--- config.mk ---
export PLATFORM = sky130hd
export DESIGN_NAME = cfc_ctrl
export DESIGN_NICKNAME = d
export VERILOG_FILES = /design/src/logic/cfc_pkg.sv /design/src/logic/cfc_ctrl.sv
export VERILOG_INCLUDE_DIRS = /design/src /design/src/logic
export SDC_FILE = /design/constraint.sdc
export NUM_CORES = 1
export LEC_CHECK = 0
export ABC_AREA = 1
export BUFFER_PORTS_ARGS = -buffer_cell sky130_fd_sc_hd__buf_2
export CAP_MARGIN = 20
export CORE_MARGIN = 10
export CORE_UTILIZATION = 30
export CTS_CLUSTER_SIZE = 14
export DETAILED_ROUTE_END_ITERATION = 7
export PLACE_DENSITY_LB_ADDON = 0.15
export SETUP_SLACK_MARGIN = 0.3
export SKIP_CTS_REPAIR_TIMING = 1
export SYNTH_ARGS = -nofsm -noshare
export SYNTH_HDL_FRONTEND = slang
export SYNTH_SLANG_ARGS = --single-unit
--- constraint.sdc ---
create_clock -name clk_i -period 2.6 [get_ports clk_i]
set_input_delay 0.13 -clock clk_i [delete_from_list [all_inputs] [get_ports clk_i]]
set_output_delay 0.13 -clock clk_i [all_outputs]
set_load 0.02 [all_outputs]
--- src/logic/cfc_defines.svh ---
`ifndef CFC_DEFINES_SVH
`define CFC_DEFINES_SVH

// register byte addresses on the bus
`define CFC_CTRL_ADDR 32'hFFFFFE90
`define CFC_STAT_ADDR 32'hFFFFFE94

// control register field positions
`define CFC_PLL2_BIT 7
`define CFC_PLL1_BIT 6
`define CFC_FLOAT_BIT 5
`define CFC_RSV_BIT 4
`define CFC_RATIO_MSB 3
`define CFC_RATIO_LSB 0

// control register value after power-on, per clock mode
`define CFC_RST_MODE0 8'h00
`define CFC_RST_MODE1 8'h00
`define CFC_RST_MODE2 8'h40
`define CFC_RST_MODE3 8'h60
`define CFC_RST_MODE4 8'hA6
`define CFC_RST_MODE5 8'hA6
`define CFC_RST_MODE6 8'hE0

// cycles after reset release before the mode pins are trusted
`define CFC_INIT_CYCLES 3'h4

// ratios are carried in quarters of the input clock
`define CFC_Q4 5'h10
`define CFC_Q2 5'h08
`define CFC_Q1 5'h04
`define CFC_QH 5'h02
`define CFC_QQ 5'h01

`endif

--- src/logic/cfc_pkg.sv ---
package cfc_pkg;

    typedef enum logic [2:0] {
        CFC_ST_INIT = 3'b001,
        CFC_ST_RUN = 3'b010,
        CFC_ST_SETTLE = 3'b100
    } cfc_state_e;

    typedef struct packed {
        logic second_pll_halt;
        logic first_pll_halt;
        logic clock_pin_float;
        logic reserved;
        logic [3:0] clock_ratio_field;
    } cfc_ctrl_s;

    // each ratio in quarters of the input clock, zero when illegal
    typedef struct packed {
        logic [4:0] base;
        logic [4:0] core;
        logic [4:0] bus;
        logic [4:0] per;
    } cfc_ratio_s;

endpackage

--- src/logic/cfc_ctrl.sv ---
`timescale 1ns/1ns
`include "cfc_defines.svh"

// Operation
// - bit 7 halts second pll; writable modes 0-3, reads 1 in modes 4-6
// - bit 6 halts first pll; writable modes 0,1,4,5, reads 1 otherwise
// - bit 5 floats clock pin in modes 0-3; pin is input and bit reads 1 else
// - bit 4 reserved, reads 0, software writes 0
// - both plls running, modes 0/1: base x4, nine ratio codes, pin gives bus clock
// - first pll halted, second running, modes 0-3: five ratio codes
// - only first pll running, modes 0/1: base x4, three ratio codes
// - modes 4/5, first pll running: base x2, four ratio codes
// - both plls halted: base x1, ten fractional ratio codes, pin equals input
// - control write stops internal clocks and starts the watchdog count
// - settling overflow applies new frequency with no overflow side effects
// - sequence not observed: no watchdog start, pll not operational
// - clock pin may be unstable while the pll settles
// - control register reset only by power-on reset, not watchdog reset
// - control reset value follows the clock mode pins
module cfc_ctrl (
    input wire logic clk_i,
    input wire logic rst_n_i,
    input wire logic psel_i,
    input wire logic penable_i,
    input wire logic pwrite_i,
    input wire logic [31:0] paddr_i,
    input wire logic [31:0] pwdata_i,
    output logic pready_o,
    output logic [31:0] prdata_o,
    output logic pslverr_o,
    input wire logic [2:0] clock_mode_pins_i,
    input wire logic clock_pin_i,
    output logic clock_pin_o,
    output logic clock_pin_oe_o,
    input wire logic bus_clk_lvl_i,
    input wire logic watchdog_timer_mode_i,
    input wire logic watchdog_count_enable_i,
    input wire logic cache_read_i,
    input wire logic ext_write_i,
    input wire logic dma_busy_i,
    input wire logic watchdog_overflow_i,
    output logic watchdog_start_o,
    output logic clocks_stop_o,
    output logic overflow_suppress_o,
    output logic freq_apply_o,
    output logic pin_stable_o,
    output logic second_pll_halt_o,
    output logic first_pll_halt_o,
    output cfc_pkg::cfc_ratio_s ratio_o
);

    // force the bits a mode does not allow software to change
    function automatic cfc_pkg::cfc_ctrl_s fix_bits(input logic [2:0] mode, input cfc_pkg::cfc_ctrl_s v);
        cfc_pkg::cfc_ctrl_s r;
        r = v;
        r.reserved = 1'b0;
        if (mode[2]) begin
            r.second_pll_halt = 1'b1;
            r.clock_pin_float = 1'b1;
        end
        if (mode == 3'h2 || mode == 3'h3 || mode[2:1] == 2'b11) begin
            r.first_pll_halt = 1'b1;
        end
        return r;
    endfunction

    // quarter-unit ratio set; all zero marks a forbidden code
    function automatic cfc_pkg::cfc_ratio_s decode(input logic [2:0] mode, input cfc_pkg::cfc_ctrl_s v);
        cfc_pkg::cfc_ratio_s r;
        r = '0;
        unique case ({v.first_pll_halt, v.second_pll_halt})
            2'b00: begin
                r.base = `CFC_Q4;
                unique case (v.clock_ratio_field)
                    4'h0: r[14:0] = {`CFC_Q1, `CFC_Q1, `CFC_Q1};
                    4'h4: r[14:0] = {`CFC_Q2, `CFC_Q1, `CFC_Q1};
                    4'h5: r[14:0] = {`CFC_Q2, `CFC_Q2, `CFC_Q1};
                    4'h6: r[14:0] = {`CFC_Q2, `CFC_Q2, `CFC_Q2};
                    4'h8: r[14:0] = {`CFC_Q4, `CFC_Q1, `CFC_Q1};
                    4'h9: r[14:0] = {`CFC_Q4, `CFC_Q2, `CFC_Q1};
                    4'hA: r[14:0] = {`CFC_Q4, `CFC_Q2, `CFC_Q2};
                    4'hC: r[14:0] = {`CFC_Q4, `CFC_Q4, `CFC_Q1};
                    4'hE: r[14:0] = {`CFC_Q4, `CFC_Q4, `CFC_Q2};
                    default: r = '0;
                endcase
            end
            2'b10: begin
                unique case (v.clock_ratio_field)
                    4'h0: r = {`CFC_Q1, `CFC_Q1, `CFC_Q1, `CFC_Q1};
                    4'h5: r = {`CFC_Q2, `CFC_Q2, `CFC_Q2, `CFC_Q1};
                    4'h6: r = {`CFC_Q2, `CFC_Q2, `CFC_Q2, `CFC_Q2};
                    4'hC: r = {`CFC_Q4, `CFC_Q4, `CFC_Q4, `CFC_Q1};
                    4'hE: r = {`CFC_Q4, `CFC_Q4, `CFC_Q4, `CFC_Q2};
                    default: r = '0;
                endcase
            end
            2'b01: begin
                if (!mode[2]) begin
                    unique case (v.clock_ratio_field)
                        4'h0: r = {`CFC_Q4, `CFC_Q1, `CFC_Q1, `CFC_Q1};
                        4'h4: r = {`CFC_Q4, `CFC_Q2, `CFC_Q1, `CFC_Q1};
                        4'h8: r = {`CFC_Q4, `CFC_Q4, `CFC_Q1, `CFC_Q1};
                        default: r = '0;
                    endcase
                end else begin
                    unique case (v.clock_ratio_field)
                        4'h5: r = {`CFC_Q2, `CFC_Q1, `CFC_Q1, `CFC_QH};
                        4'h6: r = {`CFC_Q2, `CFC_Q1, `CFC_Q1, `CFC_Q1};
                        4'h9: r = {`CFC_Q2, `CFC_Q2, `CFC_Q1, `CFC_QH};
                        4'hA: r = {`CFC_Q2, `CFC_Q2, `CFC_Q1, `CFC_Q1};
                        default: r = '0;
                    endcase
                end
            end
            2'b11: begin
                r.base = `CFC_Q1;
                unique case (v.clock_ratio_field)
                    4'h0: r[14:0] = {`CFC_QQ, `CFC_QQ, `CFC_QQ};
                    4'h4: r[14:0] = {`CFC_QH, `CFC_QQ, `CFC_QQ};
                    4'h5: r[14:0] = {`CFC_QH, `CFC_QH, `CFC_QQ};
                    4'h6: r[14:0] = {`CFC_QH, `CFC_QH, `CFC_QH};
                    4'h8: r[14:0] = {`CFC_Q1, `CFC_QQ, `CFC_QQ};
                    4'h9: r[14:0] = {`CFC_Q1, `CFC_QH, `CFC_QQ};
                    4'hA: r[14:0] = {`CFC_Q1, `CFC_QH, `CFC_QH};
                    4'hC: r[14:0] = {`CFC_Q1, `CFC_Q1, `CFC_QQ};
                    4'hE: r[14:0] = {`CFC_Q1, `CFC_Q1, `CFC_QH};
                    4'hF: r[14:0] = {`CFC_Q1, `CFC_Q1, `CFC_Q1};
                    default: r = '0;
                endcase
            end
        endcase
        return r;
    endfunction

    logic [3:0] pin_s1_r;
    logic [3:0] pin_s2_r;
    logic [3:0] pin_s3_r;
    logic [3:0] pin_st_r;
    logic [2:0] mode;
    logic [2:0] init_cnt_r;
    cfc_pkg::cfc_state_e state_r;
    cfc_pkg::cfc_ctrl_s ctrl_r;
    cfc_pkg::cfc_ctrl_s applied_r;
    cfc_pkg::cfc_ctrl_s rst_val;
    logic armed_r;
    logic violation_r;
    logic [31:0] prdata_r;
    logic hit_ctrl;
    logic hit_stat;
    logic ctrl_wr;
    logic prep_ok;
    logic ratio_bad;

    // mode pins and clock pin come from outside: three stages, accept on agreement
    always_ff @(posedge clk_i or negedge rst_n_i) begin
        if (!rst_n_i) begin
            pin_s1_r <= 4'h0;
            pin_s2_r <= 4'h0;
            pin_s3_r <= 4'h0;
            pin_st_r <= 4'h0;
        end else begin
            pin_s1_r <= {clock_pin_i, clock_mode_pins_i};
            pin_s2_r <= pin_s1_r;
            pin_s3_r <= pin_s2_r;
            for (int i = 0; i < 4; i++) begin
                if (pin_s2_r[i] == pin_s3_r[i]) begin
                    pin_st_r[i] <= pin_s3_r[i];
                end
            end
        end
    end

    assign mode = pin_st_r[2:0];

    // reset value per mode; modes 1 and 5 share their neighbour's value
    always_comb begin
        unique case (mode)
            3'h0: rst_val = `CFC_RST_MODE0;
            3'h1: rst_val = `CFC_RST_MODE1;
            3'h2: rst_val = `CFC_RST_MODE2;
            3'h3: rst_val = `CFC_RST_MODE3;
            3'h4: rst_val = `CFC_RST_MODE4;
            3'h5: rst_val = `CFC_RST_MODE5;
            default: rst_val = `CFC_RST_MODE6;
        endcase
    end

    // bus decode; pready held low until the strapped value is loaded
    assign hit_ctrl = (paddr_i == `CFC_CTRL_ADDR);
    assign hit_stat = (paddr_i == `CFC_STAT_ADDR);
    assign pready_o = (state_r != cfc_pkg::CFC_ST_INIT);
    assign pslverr_o = psel_i && penable_i && pready_o && !hit_ctrl && !hit_stat;
    assign ctrl_wr = psel_i && penable_i && pready_o && pwrite_i && hit_ctrl;
    // dma must be quiet too, otherwise the change is treated as unprepared
    assign prep_ok = armed_r && !watchdog_timer_mode_i && !watchdog_count_enable_i && !dma_busy_i;

    // strap load after release, then run / settle sequence
    // only the power-on reset pin clears this; a watchdog reset never reaches it
    always_ff @(posedge clk_i or negedge rst_n_i) begin
        if (!rst_n_i) begin
            state_r <= cfc_pkg::CFC_ST_INIT;
            init_cnt_r <= 3'h0;
            ctrl_r <= '0;
            applied_r <= '0;
            violation_r <= 1'b0;
        end else begin
            unique case (state_r)
                cfc_pkg::CFC_ST_INIT: begin
                    init_cnt_r <= init_cnt_r + 3'h1;
                    if (init_cnt_r == `CFC_INIT_CYCLES) begin
                        ctrl_r <= fix_bits(mode, rst_val);
                        applied_r <= fix_bits(mode, rst_val);
                        state_r <= cfc_pkg::CFC_ST_RUN;
                    end
                end
                cfc_pkg::CFC_ST_RUN: begin
                    if (ctrl_wr) begin
                        ctrl_r <= fix_bits(mode, pwdata_i[7:0]);
                        violation_r <= !prep_ok;
                        if (prep_ok) begin
                            state_r <= cfc_pkg::CFC_ST_SETTLE;
                        end
                    end
                end
                cfc_pkg::CFC_ST_SETTLE: begin
                    if (watchdog_overflow_i) begin
                        applied_r <= ctrl_r;
                        state_r <= cfc_pkg::CFC_ST_RUN;
                    end
                end
            endcase
        end
    end

    // cache-through read arms a change; an external write in between disarms it
    always_ff @(posedge clk_i or negedge rst_n_i) begin
        if (!rst_n_i) begin
            armed_r <= 1'b0;
        end else if (cache_read_i) begin
            armed_r <= 1'b1; // set wins over clear
        end else if (ext_write_i || ctrl_wr) begin
            armed_r <= 1'b0;
        end
    end

    // one-cycle pulses toward the watchdog and clock generator
    always_ff @(posedge clk_i or negedge rst_n_i) begin
        if (!rst_n_i) begin
            watchdog_start_o <= 1'b0;
            freq_apply_o <= 1'b0;
        end else begin
            watchdog_start_o <= ctrl_wr && prep_ok && state_r == cfc_pkg::CFC_ST_RUN;
            freq_apply_o <= watchdog_overflow_i && state_r == cfc_pkg::CFC_ST_SETTLE;
        end
    end

    // during settling clocks stop and the overflow must not act as a normal one
    assign clocks_stop_o = (state_r == cfc_pkg::CFC_ST_SETTLE);
    assign overflow_suppress_o = (state_r == cfc_pkg::CFC_ST_SETTLE);
    assign ratio_bad = (decode(mode, applied_r) == '0);

    // applied clock selection and pin drive, all registered
    always_ff @(posedge clk_i or negedge rst_n_i) begin
        if (!rst_n_i) begin
            ratio_o <= '0;
            second_pll_halt_o <= 1'b1;
            first_pll_halt_o <= 1'b1;
            clock_pin_o <= 1'b0;
            clock_pin_oe_o <= 1'b0;
            pin_stable_o <= 1'b0;
        end else begin
            ratio_o <= decode(mode, applied_r);
            second_pll_halt_o <= applied_r.second_pll_halt;
            first_pll_halt_o <= applied_r.first_pll_halt;
            clock_pin_o <= bus_clk_lvl_i;
            // modes 4-6 take the clock in on this pin, so never drive it there
            clock_pin_oe_o <= !mode[2] && !applied_r.clock_pin_float && state_r != cfc_pkg::CFC_ST_INIT;
            pin_stable_o <= (state_r == cfc_pkg::CFC_ST_RUN);
        end
    end

    // read data is prepared in the setup cycle, ready for the access phase
    always_ff @(posedge clk_i or negedge rst_n_i) begin
        if (!rst_n_i) begin
            prdata_r <= 32'h00000000;
        end else if (psel_i && !penable_i) begin
            if (hit_ctrl) begin
                prdata_r <= {24'h000000, ctrl_r};
            end else if (hit_stat) begin
                prdata_r <= {16'h0000, applied_r, pin_st_r[3], mode, ratio_bad, violation_r,
                             armed_r, clocks_stop_o};
            end else begin
                prdata_r <= 32'h00000000;
            end
        end
    end

    assign prdata_o = prdata_r;

endmodule

## Yosys cells after proc, flatten, opt, wreduce, memory -nomap -nowiden

Cells that the tools add are included.

| storage, ports and cells | value |
|---|---|
| bits of input ports | 80 |
| logic and storage cells | 139 |
| register bits after elaboration | 99 |

| cells by class | value |
|---|---|
| reductions and logical operators | 42 |
| mux-type cells | 30 |
| add/sub/neg operators | 1 |
| eq/ne operators | 33 |

Operator list:

| cell | count |
|---|---|
| $pmux 15 s9 | 1 |
| $pmux 13 s10 | 1 |
| $pmux 20 s5 | 1 |
| $pmux 20 s4 | 1 |
| $pmux 19 s4 | 1 |
| $eq 32x32->1 const B | 2 |
| $pmux 20 s3 | 1 |
| $mux 16 | 2 |
| $pmux 8 s2 | 2 |
| $pmux 8 s4 | 1 |
| $eq 4x4->1 const B | 6 |
| $mux 8 | 3 |
| $logic_not 20->1 | 1 |
| $mux 20 | 1 |
| $logic_and 1x1->1 | 15 |
| $mux 3 | 5 |
| $eq 3x3->1 const B | 4 |
| $eq 4x3->1 const B | 3 |
| $reduce_or 10->1 | 1 |
| $eq 3x2->1 const B | 3 |
| $logic_not 1->1 | 9 |
| $pmux 3 s3 | 1 |
| $reduce_or 9->1 | 1 |
| $mux 1 | 8 |
| other kinds (17) | 32 |

## Depth between registers and ports, before layout

| logic depth | value |
|---|---|
| depth in word-level cells | 7 |
| depth in mapped cells | 12 |
| depth with buffers taken out | 11 |

## Worst setup path after synthesis

No wires, ideal clock.

| path | value |
|---|---|
| path kind | reg2reg |
| from | register state_r[0] |
| to | register applied_r[6] in the netlist's numbering |
| period minus slack after synthesis | 1.465 ns |
| path buffers | 1 |
| path slack | 1.135 ns |
| cell stages (with the launch flop) | 8 |
| arrival | 1.391 ns |
| cell sequence | dfstp_2 -> nand3_2 -> nor3_2 -> inv_2 -> o21ai_4 -> buf_6 -> o211ai_2 -> o21ai_2 |

| between the ends | value |
|---|---|
| cells in the longest elaborated chain, start to end | 3 |

RTL lines:

| item | line | RTL |
|---|---|---|
| start, declared | cfc_ctrl.sv:141 | `cfc_pkg::cfc_state_e state_r;` |
| start signal, assigned | cfc_ctrl.sv:201 | `state_r <= cfc_pkg::CFC_ST_INIT;` |
| start signal, assigned | cfc_ctrl.sv:213 | `state_r <= cfc_pkg::CFC_ST_RUN;` |
| start signal, assigned | cfc_ctrl.sv:221 | `state_r <= cfc_pkg::CFC_ST_SETTLE;` |
| $eq 3x1->1 / $eq 3x3->1 (equally long branches) | cfc_ctrl.sv:207 | `unique case (state_r)` |
| $ne 2x2->1 (no line) / $reduce_bool 2->1 (equally long branches) | - |  |
| $reduce_and 3->1 (no line) | - |  |
| end signal, assigned | cfc_ctrl.sv:212 | `applied_r <= fix_bits(mode, rst_val);` |
| end signal, assigned | cfc_ctrl.sv:227 | `applied_r <= ctrl_r;` |
| end, declared | cfc_ctrl.sv:143 | `cfc_pkg::cfc_ctrl_s applied_r;` |

Parallel ways exist; a longest one is shown, timed or not.
A chain may end at the register's enable or synchronous reset.

## Worst setup path in the final report

| path | value |
|---|---|
| from | register state_r[0] |
| to | output port pslverr_o |

| between the ends | value |
|---|---|
| cells in the longest elaborated chain, start to end | 4 |

RTL lines:

| item | line | RTL |
|---|---|---|
| $ne 3x1->1 | cfc_ctrl.sv:191 | `assign pready_o = (state_r != cfc_pkg::CFC_ST_INIT);` |
| $logic_and 1x1->1 (3 in a row) | cfc_ctrl.sv:192 | `assign pslverr_o = psel_i && penable_i && pready_o && !hit_ctrl && !hit_stat;` |
| end, declared | cfc_ctrl.sv:30 | `output logic pslverr_o,` |

No other way between the ends.

==> results.ini <==
[timing]
slew_headroom_pct = 34.8
fin_crit_ps = 1650
holdWs_ps = -82.3
worst_pin_slew_ps = 978
fmax_ghz = 0.606
min_period_over_period_pct = 63.5
fin_setup_tns_ps = 0
hold_violations = 74
final.setup_skew_ps = 9.14
setup_viol = 0
rsz0062_at_grt = no
drv_slew = 0

[global_routing]
gr-total-overflow = 0
grt_max_degree = 78
grt_pass1_wl_um = 15300
grt_pass1_vias = 3142
antenna_found_initial = 0
grt_use_total_pct = 11.4

[cts]
cts_sinks = 77
clk_latency_ps = 340
cts_max_level = 3
cts.clk_slew.worst_paths_ps = 60
cts_max_path_buffers = 2
cts-root-buf = clkbuf_16
cts_tree = done
cts-buffers-inserted = 9

[logic_synthesis]
ys_warn_count = 0
avgSynthCellArea_um2 = 8.54
synth_xor_area_share_pct = 0.479
synth_top_family_by_area = simple AND/OR/NAND/NOR gates
synthesis.area_um2 = 3650
synthMuxAreaShare_pct = 0
seq_area_frac_synth_pct = 52.8
synth-seq-cells = 77
yosys.area_share.adder_pct = 1.78
synth_cell_types = 44
synth_compound_area_share_pct = 5.48
syn_inst = 428
yosys.area_share.simple_pct = 28.3

[setup_path]
critPathCaptureType = output port
crit_chain = nand3_2 > nand3_2 > nor3_1 > buf_2
worstSetupPathType = reg -> out
r2r_start = pin_st_r[2]$_DFFE_PN0N_
path_common_cell = nand3_2
cp-startpoint = state_r[0]$_DFFE_PN1P_
reg2reg_slack_ps = 960
cp.arrival_ps = 1520
endpoint = pslverr_o
cp_data_required_time_ps = 2470
slowest_stage = dfstp_2
startpoint_type = register
slowest_delay_ps = 590
worstRegToRegCells = 9
r2r_end = prdata_o[3]$_DFFE_PN0P_
critPathMaxFanout = 6

[detailed_routing]
met3_length_um = 523
wl_met2_um = 4890
drc = 0
vias_per_cell = 4.41
wl_per_cell_um = 13.9
drtIter0Drc = 170
highest_layer = met4
num_vias = 3029
drtAntennaViolNets = 0
routed_wl_um = 9560
dr.pass1.iters = 4
wirelength_met1_um = 4040

[pwr]
power.density_nw_per_um2 = 572
leakagePower_nw = 2.54
vdd_ir_drop_max_v = 0.000381

[placed_design]
dp.final_hpwl_um = 7380
placed_cell_area_um2 = 4210
place_inst = 665
place_congestion = 0.844
numPortBuffers = 97

[finish]
diodes = 0
final_util_pct = 38.1
layout.nets = 617
nFillCells = 1232
final_cell_area_um2 = 4560
syn_to_final_growth_pct = 24.9
drive_above_1_share_pct = 27.0
final_cells = 687

[die]
core_um2 = 12000
fp.dieH_um = 130
start_util_pct = 30.5
ios = 143
die_x_um = 130
rows = 40
die-area_um2 = 17000

[flow_run]
cap_violations = 0

[worst_hold_path]
hp-class = in -> async

[run_status]
violations = hold timing
status = finished with violations

worst max-delay path: cells and delay by family, from the launching register on:
kind | cells | cell delay, ps
buffers and inverters | 1 | 170
DFF | 1 | 590
and+or+nand+nor | 3 | 420
cells in the mapped netlist (all sizes together):
cell type	instances	share of area (%)
inv	54	5.6
a31oi	4	0.68
o311ai	1	0.24
dfrtp	74	51
xor2	2	0.48
nor3	8	1.8
dfstp	3	2.2
maj3	4	1.1
or2	1	0.17
o22ai	1	0.17
conb	1	0.10
o21ai	18	3.0
nor4	2	0.51
o21bai	1	0.21
clkinv	1	0.10
and3	1	0.17
nand3b	2	0.41
nor3b	1	0.34
a21oi	2	0.27
buf	26	5.2
nand3	26	4.0
clkbuf	1	0.10
ha	2	0.68
nand4	8	1.5
nor2	37	4.1
o32ai	1	0.24
nand2	144	15
o211ai	2	0.68
worst min path at each step:
stage	start	end	slack, ps	depth (start not counted)
3_5_place_dp	clock_pin_i	pin_s1_r[3]$_DFF_PN0_	240	1
5_1_grt	pwdata_i[0]	ctrl_r[0]$_DFFE_PN0P_	20	3
4_1_cts	clock_pin_i	pin_s1_r[3]$_DFF_PN0_	-110	1
6_report	rst_n_i	ratio_o[19]$_DFF_PN0_	-80	1
2_1_floorplan	rst_n_i	applied_r[0]$_DFFE_PN0P_	-170	0
3_3_place_gp	clock_mode_pins_i[1]	pin_s1_r[1]$_DFF_PN0_	240	1
metrics by stage:
step / setup WS [ps] / total power [W]
2_1_floorplan: 1130 / 0.00134
3_3_place_gp: 969 / 0.00140
3_5_place_dp: 949 / 0.00140
4_1_cts: 904 / 0.00265
5_1_grt: 767 / 0.00272
6_report: 948 / 0.00261
layout by cell type (no fill, tap or decap), types with 2 or more instances in the layout:
cell type | synthesis | routed
o21ai_1 | 4 | 4
nor2_2 | 2 | 2
a31oi_1 | 4 | 4
nand3_2 | 3 | 3
maj3_1 | 4 | 4
nor3_1 | 5 | 5
a21oi_1 | 2 | 2
dfstp_2 | 3 | 3
nand3_1 | 23 | 23
o21ai_0 | 11 | 11
nand3b_1 | 2 | 2
dfrtp_1 | 74 | 74
nor2_1 | 34 | 34
buf_2 | 3 | 96
nand2_1 | 141 | 141
inv_2 | 9 | 9
conb_1 | 1 | 20
dlygate4sd3_1 | 0 | 6
xor2_1 | 2 | 2
ha_1 | 2 | 2
nand2_2 | 2 | 2
buf_4 | 22 | 2
nor3_4 | 2 | 2
o211ai_2 | 2 | 2
clkinv_2 | 0 | 2
inv_1 | 44 | 44
o21ai_2 | 2 | 2
nand4_1 | 7 | 7
clkinvlp_4 | 0 | 2
clkbuf_16 | 0 | 9
report_power, final:
part | switching (W) | internal [W] | total [W]
registers | 0.0000148 | 0.00122 | 0.00123
logic | 0.0000999 | 0.0000546 | 0.000154
clock network | 0.000481 | 0.000741 | 0.00122
per-layer routing:
| layer | up-vias | global-route usage (%) |
|---|---|---|
| met5 | - | 0 |
| met4 | 0 | 3.47 |
| met3 | 10 | 3.69 |
| met2 | 70 | 19.3 |
| met1 | 1428 | 13.4 |
| li1 | 1521 | - |
area by class of cell:
type                            count  area [um^2]  share of cell area [%]
Clock buffer                       10          229                    5.02
Clock inverter                      6         63.8                    1.40
Inverter                           55          209                    4.58
Multi-Input combinational cell    288         1390                    30.5
Sequential cell                    77         1930                    42.3
Tap cell                          147          184                    4.03
Timing Repair Buffer              104          556                    12.2
cell families after synthesis:
group	Yosys count
simple gates	230
buf+inv	82
flops	77
compound gates	30
fa+ha+maj	6
xor+xnor	2
other cells	1
flip-flops by register name (all words and copies together) (netlist names), 3 cells and up:
| signal | flops |
|---|---|
| ratio_o | 17 |
| prdata_o | 15 |
| applied_r | 7 |
| ctrl_r | 7 |
| pin_s1_r | 4 |
| pin_s2_r | 4 |
| pin_s3_r | 4 |
| pin_st_r | 4 |
| init_cnt_r | 3 |
| state_r | 3 |
No activity file was read; power rests on OpenSTA's default activity.
